**config.mk**
```make
export PLATFORM = sky130hd
export DESIGN_NAME = fels_sequencer
export DESIGN_NICKNAME = d
export VERILOG_FILES = /design/src/verilog/fels_pkg.sv /design/src/verilog/fels_op_timer.sv /design/src/verilog/fels_sequencer.sv
export SDC_FILE = /design/constraint.sdc
export NUM_CORES = 1
export LEC_CHECK = 0
export CAP_MARGIN = 10
export CORE_ASPECT_RATIO = 1.5
export CORE_MARGIN = 5
export CORE_UTILIZATION = 58
export CTS_CLUSTER_SIZE = 24
export DETAILED_ROUTE_END_ITERATION = 12
export DONT_BUFFER_PORTS = 1
export PLACE_DENSITY = 0.74
export SLEW_MARGIN = 20
export SYNTH_ARGS = -nofsm -noshare
export SYNTH_HDL_FRONTEND = slang
export SYNTH_HIERARCHICAL = 1
export SYNTH_SLANG_ARGS = --single-unit
```
**constraint.sdc**
```tcl
create_clock -name CLK_SYS -period 2.79 [get_ports CLK_SYS]
set_input_delay 0.279 -clock CLK_SYS [delete_from_list [all_inputs] [get_ports CLK_SYS]]
set_output_delay 0.279 -clock CLK_SYS [all_outputs]
set_load 0.01 [all_outputs]
```
**src/verilog/fels_pkg.sv**
```systemverilog
package fels_pkg;

    // Register byte addresses
    localparam logic [7:0] ADR_MODE   = 8'h00;
    localparam logic [7:0] ADR_CMD    = 8'h04;
    localparam logic [7:0] ADR_STATUS = 8'h08;
    localparam logic [7:0] ADR_LOCKS  = 8'h0c;
    localparam logic [7:0] ADR_ISTAT  = 8'h10;
    localparam logic [7:0] ADR_IMASK  = 8'h14;

    // flash_command_reg fields
    localparam int CODE_LSB = 0;
    localparam int CODE_W   = 8;
    localparam int ARG_LSB  = 8;
    localparam int ARG_W    = 16;
    localparam int KEY_LSB  = 24;
    localparam int KEY_W    = 8;

    // command_code_field values
    localparam logic [7:0] GET_REGION_LOCK_CMD   = 8'h01;
    localparam logic [7:0] ERASE_PAGE_GROUP_CMD  = 8'h02;
    localparam logic [7:0] SET_REGION_LOCK_CMD   = 8'h03;
    localparam logic [7:0] CLEAR_REGION_LOCK_CMD = 8'h04;

    // flash_status_reg and interrupt bit positions
    localparam int EV_READY     = 0;
    localparam int EV_CMD_ERR   = 1;
    localparam int EV_LOCK_ERR  = 2;
    localparam int EV_FLASH_ERR = 3;
    localparam int EV_W         = 4;

    // flash_mode_reg bit
    localparam int MODE_RDY_IE = 0;

    // Page group: 4 pages shifted by the two low argument bits
    localparam logic [5:0] ERASE_MIN_PAGES = 6'h04;
    localparam int         GROUP_SEL_W     = 2;

    // Reset values
    localparam logic [EV_W-1:0] ISTAT_RESET = 4'h0;
    localparam logic [EV_W-1:0] IMASK_RESET = 4'h0;

    // Timing
    localparam int CLK_PERIOD_NS  = 10;
    localparam int PAGE_ERASE_NS  = 1000;
    localparam int LOCK_WRITE_NS  = 500;
    localparam int TIMER_W        = 16;
    localparam int PAGE_ERASE_CYC = (PAGE_ERASE_NS + CLK_PERIOD_NS - 1) / CLK_PERIOD_NS;
    localparam int LOCK_WRITE_CYC = (LOCK_WRITE_NS + CLK_PERIOD_NS - 1) / CLK_PERIOD_NS;

endpackage

```
**src/verilog/fels_op_timer.sv**
```systemverilog
`timescale 1ns/100ps
`default_nettype none
module fels_op_timer #(
    parameter int W = 16
) (
    input  wire logic         clk,
    input  wire logic         reset,
    input  wire logic         start,
    input  wire logic [W-1:0] cycles,
    output logic              done
);

    typedef struct packed {
        logic         busy;
        logic [W-1:0] cnt;
        logic         done;
    } fels_tmr_t;

    fels_tmr_t s_r;
    fels_tmr_t s_nxt;

    always_comb begin
        s_nxt = s_r;
        s_nxt.done = 1'b0;
        if (start) begin
            s_nxt.busy = 1'b1;
            s_nxt.cnt  = cycles - W'(1);
        end else if (s_r.busy) begin
            if (s_r.cnt == '0) begin
                s_nxt.busy = 1'b0;
                s_nxt.done = 1'b1;
            end else begin
                s_nxt.cnt = s_r.cnt - W'(1);
            end
        end
    end

    always_ff @(posedge clk) begin
        if (reset) begin
            s_r <= '0;
        end else begin
            s_r <= s_nxt;
        end
    end

    assign done = s_r.done;

endmodule
`default_nettype wire

```
**src/verilog/fels_sequencer.sv**
```systemverilog
// How it works
// - Valid erase write starts erase at once
// - Arg bits 1:0 pick 4/8/16/32 pages
// - Ready rises when erase or lock ends
// - Ready rise raises interrupt when enabled
// - Wrong key sets command error flag
// - Locked page refuses whole erase, lock error
// - Failed erase check sets flash error
// - Set lock bit blocks erase in region
// - Set-lock sets bit of page's region
// - Get-lock command returns lock bit states
// - Set-lock reports key or check errors
// - Clear-lock clears region bit, reopens region
//
// The Wishbone slave port and the placing of the registers are this design's own decisions.
`timescale 1ns/100ps
`default_nettype none
module fels_sequencer #(
    parameter logic [7:0] CMD_KEY         = 8'h5a,
    parameter int         NUM_REGIONS     = 32,
    parameter int         PAGES_LOG2      = 5
) (
    input  wire logic                          CLK_SYS,
    input  wire logic                          RESET,
    input  wire logic                          WB_CYC_I,
    input  wire logic                          WB_STB_I,
    input  wire logic                          WB_WE_I,
    input  wire logic [7:0]                    WB_ADR_I,
    input  wire logic [3:0]                    WB_SEL_I,
    input  wire logic [31:0]                   WB_DAT_I,
    output logic      [31:0]                   WB_DAT_O,
    output logic                               WB_ACK_O,
    output logic                               IRQ,
    output logic                               FLASH_ERASE_STB,
    output logic      [fels_pkg::ARG_W-1:0]    FLASH_PAGE,
    output logic                               FLASH_LOCK_STB,
    output logic      [$clog2(NUM_REGIONS)-1:0] FLASH_LOCK_REGION,
    output logic                               FLASH_LOCK_VALUE,
    input  wire logic                          FLASH_CHECK_FAIL
);
    import fels_pkg::*;

    localparam int RIDX_W = $clog2(NUM_REGIONS);

    typedef enum {ST_IDLE, ST_ERASE_PAGE, ST_ERASE_WAIT, ST_LOCK_WAIT} fels_state_t;

    typedef struct packed {
        fels_state_t            st;
        logic                   ack;
        logic [31:0]            dat;
        logic                   rdy_ie;
        logic [EV_W-1:0]        istat;
        logic [EV_W-1:0]        imask;
        logic                   irq;
        logic                   ready;
        logic                   cmd_err;
        logic                   lock_err;
        logic                   flash_err;
        logic [NUM_REGIONS-1:0] locks;
        logic [NUM_REGIONS-1:0] lock_result;
        logic [ARG_W-1:0]       page;
        logic [5:0]             left;
        logic                   erase_stb;
        logic                   lock_stb;
        logic [RIDX_W-1:0]      lock_idx;
        logic                   lock_val;
        logic                   tstart;
    } fels_regs_t;

    fels_regs_t s_r;
    fels_regs_t s_nxt;

    logic              tdone;
    logic              access;
    logic              commit;
    logic              wr_cmd;
    logic              rd_status;
    logic [CODE_W-1:0] code;
    logic [ARG_W-1:0]  arg;
    logic [KEY_W-1:0]  key;
    logic [5:0]        grp_cnt;
    logic [ARG_W-1:0]  grp_start;
    logic [ARG_W-1:0]  grp_last;
    logic [RIDX_W-1:0] arg_region;
    logic              grp_locked;
    logic [EV_W-1:0]   ev;
    logic [EV_W-1:0]   w1c;
    logic [31:0]       wmask;

    fels_op_timer #(
        .W (TIMER_W)
    ) u_timer (
        .clk    (CLK_SYS),
        .reset  (RESET),
        .start  (s_r.tstart),
        .cycles ((s_r.st == ST_LOCK_WAIT) ? TIMER_W'(LOCK_WRITE_CYC) : TIMER_W'(PAGE_ERASE_CYC)),
        .done   (tdone)
    );

    // Command word decode
    always_comb begin
        code       = WB_DAT_I[CODE_LSB +: CODE_W];
        arg        = WB_DAT_I[ARG_LSB +: ARG_W];
        key        = WB_DAT_I[KEY_LSB +: KEY_W];
        grp_cnt    = ERASE_MIN_PAGES << arg[GROUP_SEL_W-1:0];
        grp_start  = arg & ~ARG_W'(grp_cnt - 6'h01);
        grp_last   = grp_start + ARG_W'(grp_cnt - 6'h01);
        arg_region = RIDX_W'(arg >> PAGES_LOG2);
        // Group spans at most two adjacent regions
        grp_locked = s_r.locks[RIDX_W'(grp_start >> PAGES_LOG2)]
                   | s_r.locks[RIDX_W'(grp_last >> PAGES_LOG2)];
    end

    always_comb begin
        access    = WB_CYC_I && WB_STB_I && !s_r.ack;
        commit    = WB_CYC_I && WB_STB_I && s_r.ack;
        wr_cmd    = commit && WB_WE_I && (WB_ADR_I == ADR_CMD) && (WB_SEL_I == 4'hf);
        rd_status = commit && !WB_WE_I && (WB_ADR_I == ADR_STATUS);
        wmask     = {{8{WB_SEL_I[3]}}, {8{WB_SEL_I[2]}}, {8{WB_SEL_I[1]}}, {8{WB_SEL_I[0]}}};
    end

    always_comb begin
        s_nxt           = s_r;
        s_nxt.ack       = access;
        s_nxt.erase_stb = 1'b0;
        s_nxt.lock_stb  = 1'b0;
        s_nxt.tstart    = 1'b0;
        ev              = '0;
        w1c             = '0;

        // Read data is captured in the cycle before ack
        if (access) begin
            if (WB_ADR_I == ADR_MODE) begin
                s_nxt.dat = 32'(s_r.rdy_ie) << MODE_RDY_IE;
            end else if (WB_ADR_I == ADR_STATUS) begin
                s_nxt.dat = 32'({s_r.flash_err, s_r.lock_err, s_r.cmd_err, s_r.ready});
            end else if (WB_ADR_I == ADR_LOCKS) begin
                s_nxt.dat = 32'(s_r.lock_result);
            end else if (WB_ADR_I == ADR_ISTAT) begin
                s_nxt.dat = 32'(s_r.istat);
            end else if (WB_ADR_I == ADR_IMASK) begin
                s_nxt.dat = 32'(s_r.imask);
            end else begin
                s_nxt.dat = '0;
            end
        end

        // Error flags clear on the status read; later sets win
        if (rd_status) begin
            s_nxt.cmd_err   = 1'b0;
            s_nxt.lock_err  = 1'b0;
            s_nxt.flash_err = 1'b0;
        end

        if (commit && WB_WE_I) begin
            if (WB_ADR_I == ADR_MODE && WB_SEL_I[0]) begin
                s_nxt.rdy_ie = WB_DAT_I[MODE_RDY_IE];
            end else if (WB_ADR_I == ADR_ISTAT) begin
                w1c = WB_DAT_I[EV_W-1:0] & wmask[EV_W-1:0];
            end else if (WB_ADR_I == ADR_IMASK) begin
                s_nxt.imask = (s_r.imask & ~wmask[EV_W-1:0]) | (WB_DAT_I[EV_W-1:0] & wmask[EV_W-1:0]);
            end
        end

        case (s_r.st)
            ST_IDLE: begin
                if (wr_cmd) begin
                    if (key != CMD_KEY) begin
                        s_nxt.cmd_err  = 1'b1;
                        ev[EV_CMD_ERR] = 1'b1;
                    end else if (code == ERASE_PAGE_GROUP_CMD) begin
                        if (grp_locked) begin
                            s_nxt.lock_err  = 1'b1;
                            ev[EV_LOCK_ERR] = 1'b1;
                        end else begin
                            s_nxt.ready = 1'b0;
                            s_nxt.page  = grp_start;
                            s_nxt.left  = grp_cnt;
                            s_nxt.st    = ST_ERASE_PAGE;
                        end
                    end else if (code == SET_REGION_LOCK_CMD || code == CLEAR_REGION_LOCK_CMD) begin
                        s_nxt.ready    = 1'b0;
                        s_nxt.lock_stb = 1'b1;
                        s_nxt.lock_idx = arg_region;
                        s_nxt.lock_val = (code == SET_REGION_LOCK_CMD);
                        s_nxt.locks[arg_region] = (code == SET_REGION_LOCK_CMD);
                        s_nxt.tstart   = 1'b1;
                        s_nxt.st       = ST_LOCK_WAIT;
                    end else if (code == GET_REGION_LOCK_CMD) begin
                        s_nxt.lock_result = s_r.locks;
                    end else begin
                        s_nxt.cmd_err  = 1'b1;
                        ev[EV_CMD_ERR] = 1'b1;
                    end
                end
            end
            ST_ERASE_PAGE: begin
                s_nxt.erase_stb = 1'b1;
                s_nxt.tstart    = 1'b1;
                s_nxt.st        = ST_ERASE_WAIT;
            end
            ST_ERASE_WAIT: begin
                if (tdone) begin
                    if (s_r.left == 6'h01) begin
                        s_nxt.ready     = 1'b1;
                        ev[EV_READY]    = 1'b1;
                        if (FLASH_CHECK_FAIL) begin
                            s_nxt.flash_err  = 1'b1;
                            ev[EV_FLASH_ERR] = 1'b1;
                        end
                        s_nxt.st = ST_IDLE;
                    end else begin
                        s_nxt.page = s_r.page + ARG_W'(1);
                        s_nxt.left = s_r.left - 6'h01;
                        s_nxt.st   = ST_ERASE_PAGE;
                    end
                end
            end
            ST_LOCK_WAIT: begin
                if (tdone) begin
                    s_nxt.ready  = 1'b1;
                    ev[EV_READY] = 1'b1;
                    if (FLASH_CHECK_FAIL) begin
                        s_nxt.flash_err  = 1'b1;
                        ev[EV_FLASH_ERR] = 1'b1;
                    end
                    s_nxt.st = ST_IDLE;
                end
            end
            default: begin
                s_nxt.st = ST_IDLE;
            end
        endcase

        // Commands refused while busy count as command errors
        if (wr_cmd && s_r.st != ST_IDLE) begin
            s_nxt.cmd_err  = 1'b1;
            ev[EV_CMD_ERR] = 1'b1;
        end

        // Ready event only latches when enabled in the mode register
        ev[EV_READY] = ev[EV_READY] & s_r.rdy_ie;
        s_nxt.istat  = (s_r.istat & ~w1c) | ev;
        s_nxt.irq    = |(s_nxt.istat & s_nxt.imask);
    end

    always_ff @(posedge CLK_SYS) begin
        if (RESET) begin
            s_r       <= '0;
            s_r.st    <= ST_IDLE;
            s_r.ready <= 1'b1;
            s_r.istat <= ISTAT_RESET;
            s_r.imask <= IMASK_RESET;
        end else begin
            s_r <= s_nxt;
        end
    end

    assign WB_DAT_O          = s_r.dat;
    assign WB_ACK_O          = s_r.ack;
    assign IRQ               = s_r.irq;
    assign FLASH_ERASE_STB   = s_r.erase_stb;
    assign FLASH_PAGE        = s_r.page;
    assign FLASH_LOCK_STB    = s_r.lock_stb;
    assign FLASH_LOCK_REGION = s_r.lock_idx;
    assign FLASH_LOCK_VALUE  = s_r.lock_val;

    logic idle_key_ok;
    assign idle_key_ok = wr_cmd && (key == CMD_KEY) && (s_r.st == ST_IDLE);
endmodule
`default_nettype wire

```
Word-level counts from Yosys, hierarchy flattened
Cells that the tools add are included.
{"block": "word_totals", "ff_bits": 192, "in_bits": 50}
{"block": "op_classes", "addsub": 6, "order_cmp": 4, "eq_ne": 27, "n_shift": 1, "muxes": 90, "n_bitwise": 18, "reduce_logical": 31}
{"op": "$mux W32", "n": 10}
{"op": "$mux W22", "n": 6}
{"op": "$pmux W32 S4", "n": 1}
{"op": "$eq A32 B2 Y1 const B", "n": 2}
{"op": "$mux W1", "n": 44}
{"op": "$pmux W22 S2", "n": 1}
{"op": "$mux W4", "n": 9}
{"op": "$bwmux W32", "n": 1}
{"op": "$eq A32 B1 Y1 const B", "n": 1}
{"op": "$eq A32 B3 Y1 const B", "n": 1}
{"op": "$logic_not A32 Y1", "n": 1}
{"op": "$reduce_bool A32 Y1", "n": 1}
{"op": "$lt A5 B6 Y1 const B", "n": 3}
{"op": "$mux W18", "n": 1}
{"op": "$mux W17", "n": 1}
{"op": "$add A16 B1 Y16 const B", "n": 1}
{"op": "$and A16 B16 Y16", "n": 1}
{"op": "$and A4 B4 Y4", "n": 4}
{"op": "$eq A8 B2 Y1 const B", "n": 2}
{"op": "$eq A8 B3 Y1 const B", "n": 2}
{"op": "$eq A8 B4 Y1 const B", "n": 2}
{"op": "$eq A8 B5 Y1 const B", "n": 2}
{"op": "$logic_not A16 Y1", "n": 1}
{"op": "$mux W16", "n": 1}
{"op": "other kinds (42)", "n": 78}

Longest topological paths before layout
{"block": "logic_depth", "word_depth": 17, "mapped_depth": 13, "depth_no_buf": 10}

Hierarchy
Netlist, hierarchy kept.
{"module": "fels_sequencer", "instances": 1, "cells_per_inst": 863, "area_each_um2": 7063.0, "seq_area_each_um2": 2882.8}
{"module": "fels_op_timer", "instances": 1, "cells_per_inst": 165, "area_each_um2": 1315.0, "seq_area_each_um2": 360.3}

Worst setup path before layout
OpenSTA, ideal clock, no wires.
{"block": "synth_path", "kind": "input to register", "start": "input port WB_DAT_I[9]", "end": "register s_r (netlist bit FLASH_PAGE[2])", "setup_time_ns": 0.116, "arrival_time_ns": 2.407, "t_required_ns": 2.674, "slack_ns": 0.267, "cell_stages": 12, "path_buffers": 2, "cell_sequence": "or2_2 > ha_1 > nand2b_1 > clkbuf_1 > nand2_1 > o31a_1 > o31ai_1 > a22oi_2 > a21oi_2 > clkbuf_1 > nor2_1 > o211a_1"}
{"block": "synth_via", "elab_chain_len": 10}
{"item": "start, declared", "line": "fels_sequencer.sv:30", "rtl": "input wire logic [31:0] WB_DAT_I,"}
{"item": "$shl A3 B2 Y6", "line": "fels_sequencer.sv:105", "rtl": "grp_cnt = ERASE_MIN_PAGES << arg[GROUP_SEL_W-1:0];"}
{"item": "$sub A6 B1 Y7", "line": "fels_sequencer.sv:106, fels_sequencer.sv:107"}
{"item": "$not A16 Y16", "line": "fels_sequencer.sv:106", "rtl": "grp_start = arg & ~ARG_W'(grp_cnt - 6'h01);"}
{"item": "$and A16 B16 Y16", "line": "fels_sequencer.sv:106"}
{"item": "$add A10 B10 Y10", "line": "fels_sequencer.sv:107", "rtl": "grp_last = grp_start + ARG_W'(grp_cnt - 6'h01);"}
{"item": "$bmux W1 S5", "line": "fels_sequencer.sv:111", "rtl": "| s_r.locks[RIDX_W'(grp_last >> PAGES_LOG2)];"}
{"item": "$mux W1 (not written as such)", "line": "fels_sequencer.sv:111"}
{"item": "$or A1 B1 Y1", "line": "fels_sequencer.sv:111"}
{"item": "$ne A2 B2 Y1 (no source line)"}
{"item": "$reduce_and A7 Y1 (no source line)"}
{"item": "end signal, assigned", "line": "fels_sequencer.sv:255", "rtl": "s_r <= s_nxt;"}
{"item": "end, declared", "line": "fels_sequencer.sv:70", "rtl": "fels_regs_t s_r;"}
Parallel ways exist; a longest one is shown, timed or not. The select of a mux whose other input is x is not followed.
A chain may end at the register's enable or synchronous reset.

Worst setup path after layout
{"block": "layout_path", "start": "register s_r[84] in the netlist's numbering", "end": "register s_r[10] in the netlist's numbering"}
{"block": "layout_via", "elab_chain_len": 5}
{"item": "$bmux W1 S5 (on tied branches)", "line": "fels_sequencer.sv:110, fels_sequencer.sv:111"}
{"item": "$mux W1 (on tied branches)", "line": "fels_sequencer.sv:110, fels_sequencer.sv:111"}
{"item": "$or A1 B1 Y1 *", "line": "fels_sequencer.sv:111"}
{"item": "$ne A2 B2 Y1 (no source line) *"}
{"item": "$reduce_and A7 Y1 (no source line) *"}
Every way passes the cells marked *; elsewhere a longest branch is shown, timed or not. The select of a mux whose other input is x is not followed.

==> flow_summary.json <==
{
  "swShare": 0.2571,
  "post-place-ws_ns": 0.2527,
  "drive_gt1_frac": 0.09449,
  "finalSetupTns_ns": 0,
  "mostFrequentLayoutCells": "dfxtp_1, nand2_1, nor2_1",
  "hold_slack_ns": 0.006732,
  "power.switching_mw": 1.245,
  "die_y_um": 157.2,
  "fin_skew_ns": 0.01145,
  "arrival_ns": 2.84,
  "synthesis.area_um2": 8378,
  "cts.clk_slew.worst_paths_ns": 0.08,
  "h-tree-depth": 4,
  "crit_type": "reg2reg",
  "drtIter0Drc": 440,
  "ios": 108,
  "vias": 7315,
  "synth_async_sr_flop_share": 0,
  "synth_warnings": 6,
  "ys_seq_area_frac": 0.3871,
  "leakage_nw": 3.207,
  "irDropWorstVdd_mv": 0.5052,
  "ys.flop_type": "dfxtp_1",
  "gp_congestion": 0.9101,
  "row_count": 53,
  "grt_overflow": 0,
  "ys_seq_elements": 162,
  "p_clk_frac": 0.483,
  "relSlewSlack": 0.5294,
  "fin_crit_sh": 0.8895,
  "dieArea_um2": 17000,
  "grt_max_degree": 114,
  "first_global_vias": 7018,
  "worstPathMaxFanout": 32,
  "wl_per_cell_um": 18.39,
  "syn_to_final_growth_pct": 7.661,
  "antenna_found_initial": 0,
  "cts_resized": 0,
  "grt_usage": 0.2606,
  "dpl.hpwl_um": 15650,
  "numCtsBuffers": 17,
  "hold_viol_final": 0,
  "end_kind": "flop",
  "tightest_slew_ns": 0.7042,
  "root_buffer": "clkbuf_16",
  "pwr-share-comb": 0.038,
  "synthCells": 1028,
  "cp.required_ns": 3.15,
  "final_net_count": 1059,
  "cts_hold_buf": 6,
  "slew_viol_final": 0,
  "cts_tree": "yes",
  "cts_max_path_buffers": 2,
  "timing.hold.worst.class": "in2reg",
  "wl_um": 22210,
  "grt_pass1_wl_um": 35160,
  "post_cts_buffers": 0,
  "viasPerCell": 6.055,
  "diodes": 0,
  "grt_setup_unrepaired": "no",
  "start_kind": "flop",
  "initial_core_util": 0.5931,
  "synth_cell_type_count": 76,
  "p_per_area_nw_per_um2": 537.0,
  "post-route-min-period_ns": 2.482,
  "drc": 0,
  "io_buffers": 0,
  "internal_power_mw": 3.598,
  "setup_ws_ns": 0.3084,
  "clock_latency_ns": 0.43,
  "status": "finished clean",
  "seqPwrFrac": 0.479,
  "final_common_cell": "dfxtp_1",
  "setup_viol": 0,
  "dr.pass1.iters": 5,
  "synth.avg_cell_area_um2": 8.150,
  "ant_nets": 0,
  "die_w_um": 108.1,
  "synth_edf_count": 0,
  "core_um2": 14120,
  "clock-sinks": 162,
  "fmax_mhz": 403.0,
  "cap_violations": 0
}
==> critical path: stages (launching register included) <==
cell	delay, ns
dfxtp_1	0.33
mux4_2	0.51
a2111oi_0	0.43
a31oi_1	0.10
a22oi_2	0.29
a21oi_2	0.11
buf_12	0.18
or3_1	0.31
a21oi_1	0.14
==> power by group through the flow <==
stage	logic, mW	clock network, mW	registers [mW]
detailed placement	0.142	0	2.37
global route	0.202	2.48	2.32
global placement	0.141	0	2.37
CTS	0.181	2.37	2.32
finish	0.185	2.34	2.32
floorplan	0.166	0	2.37
==> cells by family after synthesis <==
group	count (synthesis)	share of synthesized area
and+or+nand+nor	419	0.2422
AOI/OAI and AO/OA	233	0.1847
DFF	162	0.3871
buffers and inverters	140	0.08990
muxes	50	0.06944
xor gates and xnor gates	16	0.01673
adders and majority gates	6	0.008960
other	2	0.0008964
==> layer usage <==
layer,up-vias,global-route usage,share of wire
met5,-,0,0
met4,0,0.1426,0.048
met3,61,0.04719,0.051
met2,224,0.4706,0.53
met1,3503,0.2854,0.37
li1,3527,-,-
==> final cells by class <==
class | instances | area [µm²]
fill | 1269 | 5105
multi-input combinational | 765 | 4536
sequential | 162 | 3243
clock buffer | 17 | 425.4
timing repair buffer | 34 | 300.3
tap | 192 | 240.2
clock inverter | 15 | 188.9
inverter | 23 | 86.33
==> per-stage QoR <==
| stage | cells | power, mW | instance area [µm²] | utilization |
|---|---|---|---|---|
| after global routing | 1208 | 4.998 | 9020 | 0.6386 |
| after detailed placement | 1170 | 2.516 | 8328 | 0.5896 |
| final | 1208 | 4.844 | 9020 | 0.6386 |
| after floorplan | 1067 | 2.537 | 8524 | - |
| after CTS | 1208 | 4.875 | 9020 | 0.6386 |
| after global placement | 1170 | 2.515 | 8328 | 0.5896 |
==> synth_stat cells (all sizes together) (7+ instances only) <==
| cell | instances | area [µm²] |
|---|---|---|
| mux2i | 39 | 390.4 |
| xnor2 | 10 | 87.58 |
| a21oi | 75 | 379.1 |
| nand3 | 36 | 180.2 |
| inv | 22 | 82.58 |
| a211oi | 17 | 127.6 |
| a221oi | 7 | 61.31 |
| or2 | 7 | 43.80 |
| o311ai | 7 | 78.83 |
| o31ai | 7 | 52.55 |
| o22ai | 8 | 50.05 |
| nor4 | 14 | 102.6 |
| a31oi | 8 | 50.05 |
| o21ai | 35 | 175.2 |
| and2 | 11 | 68.82 |
| nand4 | 9 | 56.30 |
| and3 | 11 | 68.82 |
| nand2b | 11 | 68.82 |
| clkbuf | 52 | 195.2 |
| nor2 | 106 | 397.9 |
| or3 | 9 | 56.30 |
| nor2b | 9 | 56.30 |
| dfxtp | 162 | 3243 |
| nand2 | 144 | 540.5 |
| a22oi | 34 | 260.3 |
| buf | 64 | 462.9 |
| nor3 | 25 | 136.4 |
==> worst paths after layout <==
kind	from	to	slack, ns	cells past startpoint
worst max register to register	s_r[84]	s_r[10]	0.31	8
worst max-delay path	s_r[84]	s_r[10]	0.31	8
worst min-delay path	WB_DAT_I[16]	FLASH_LOCK_REGION[3]	0.007	2
worst min register to register	s_r[32]	s_r[32]	0.46	2
==> flip-flops by register name (all words and copies together) (netlist names), 5 cells and up <==
register and flops:
FLASH_LOCK_REGION 5, s_r 86, FLASH_PAGE 16, WB_DAT_O 32, u_timer/s_r 17
Note: power is estimated with default switching activity, not from simulation.
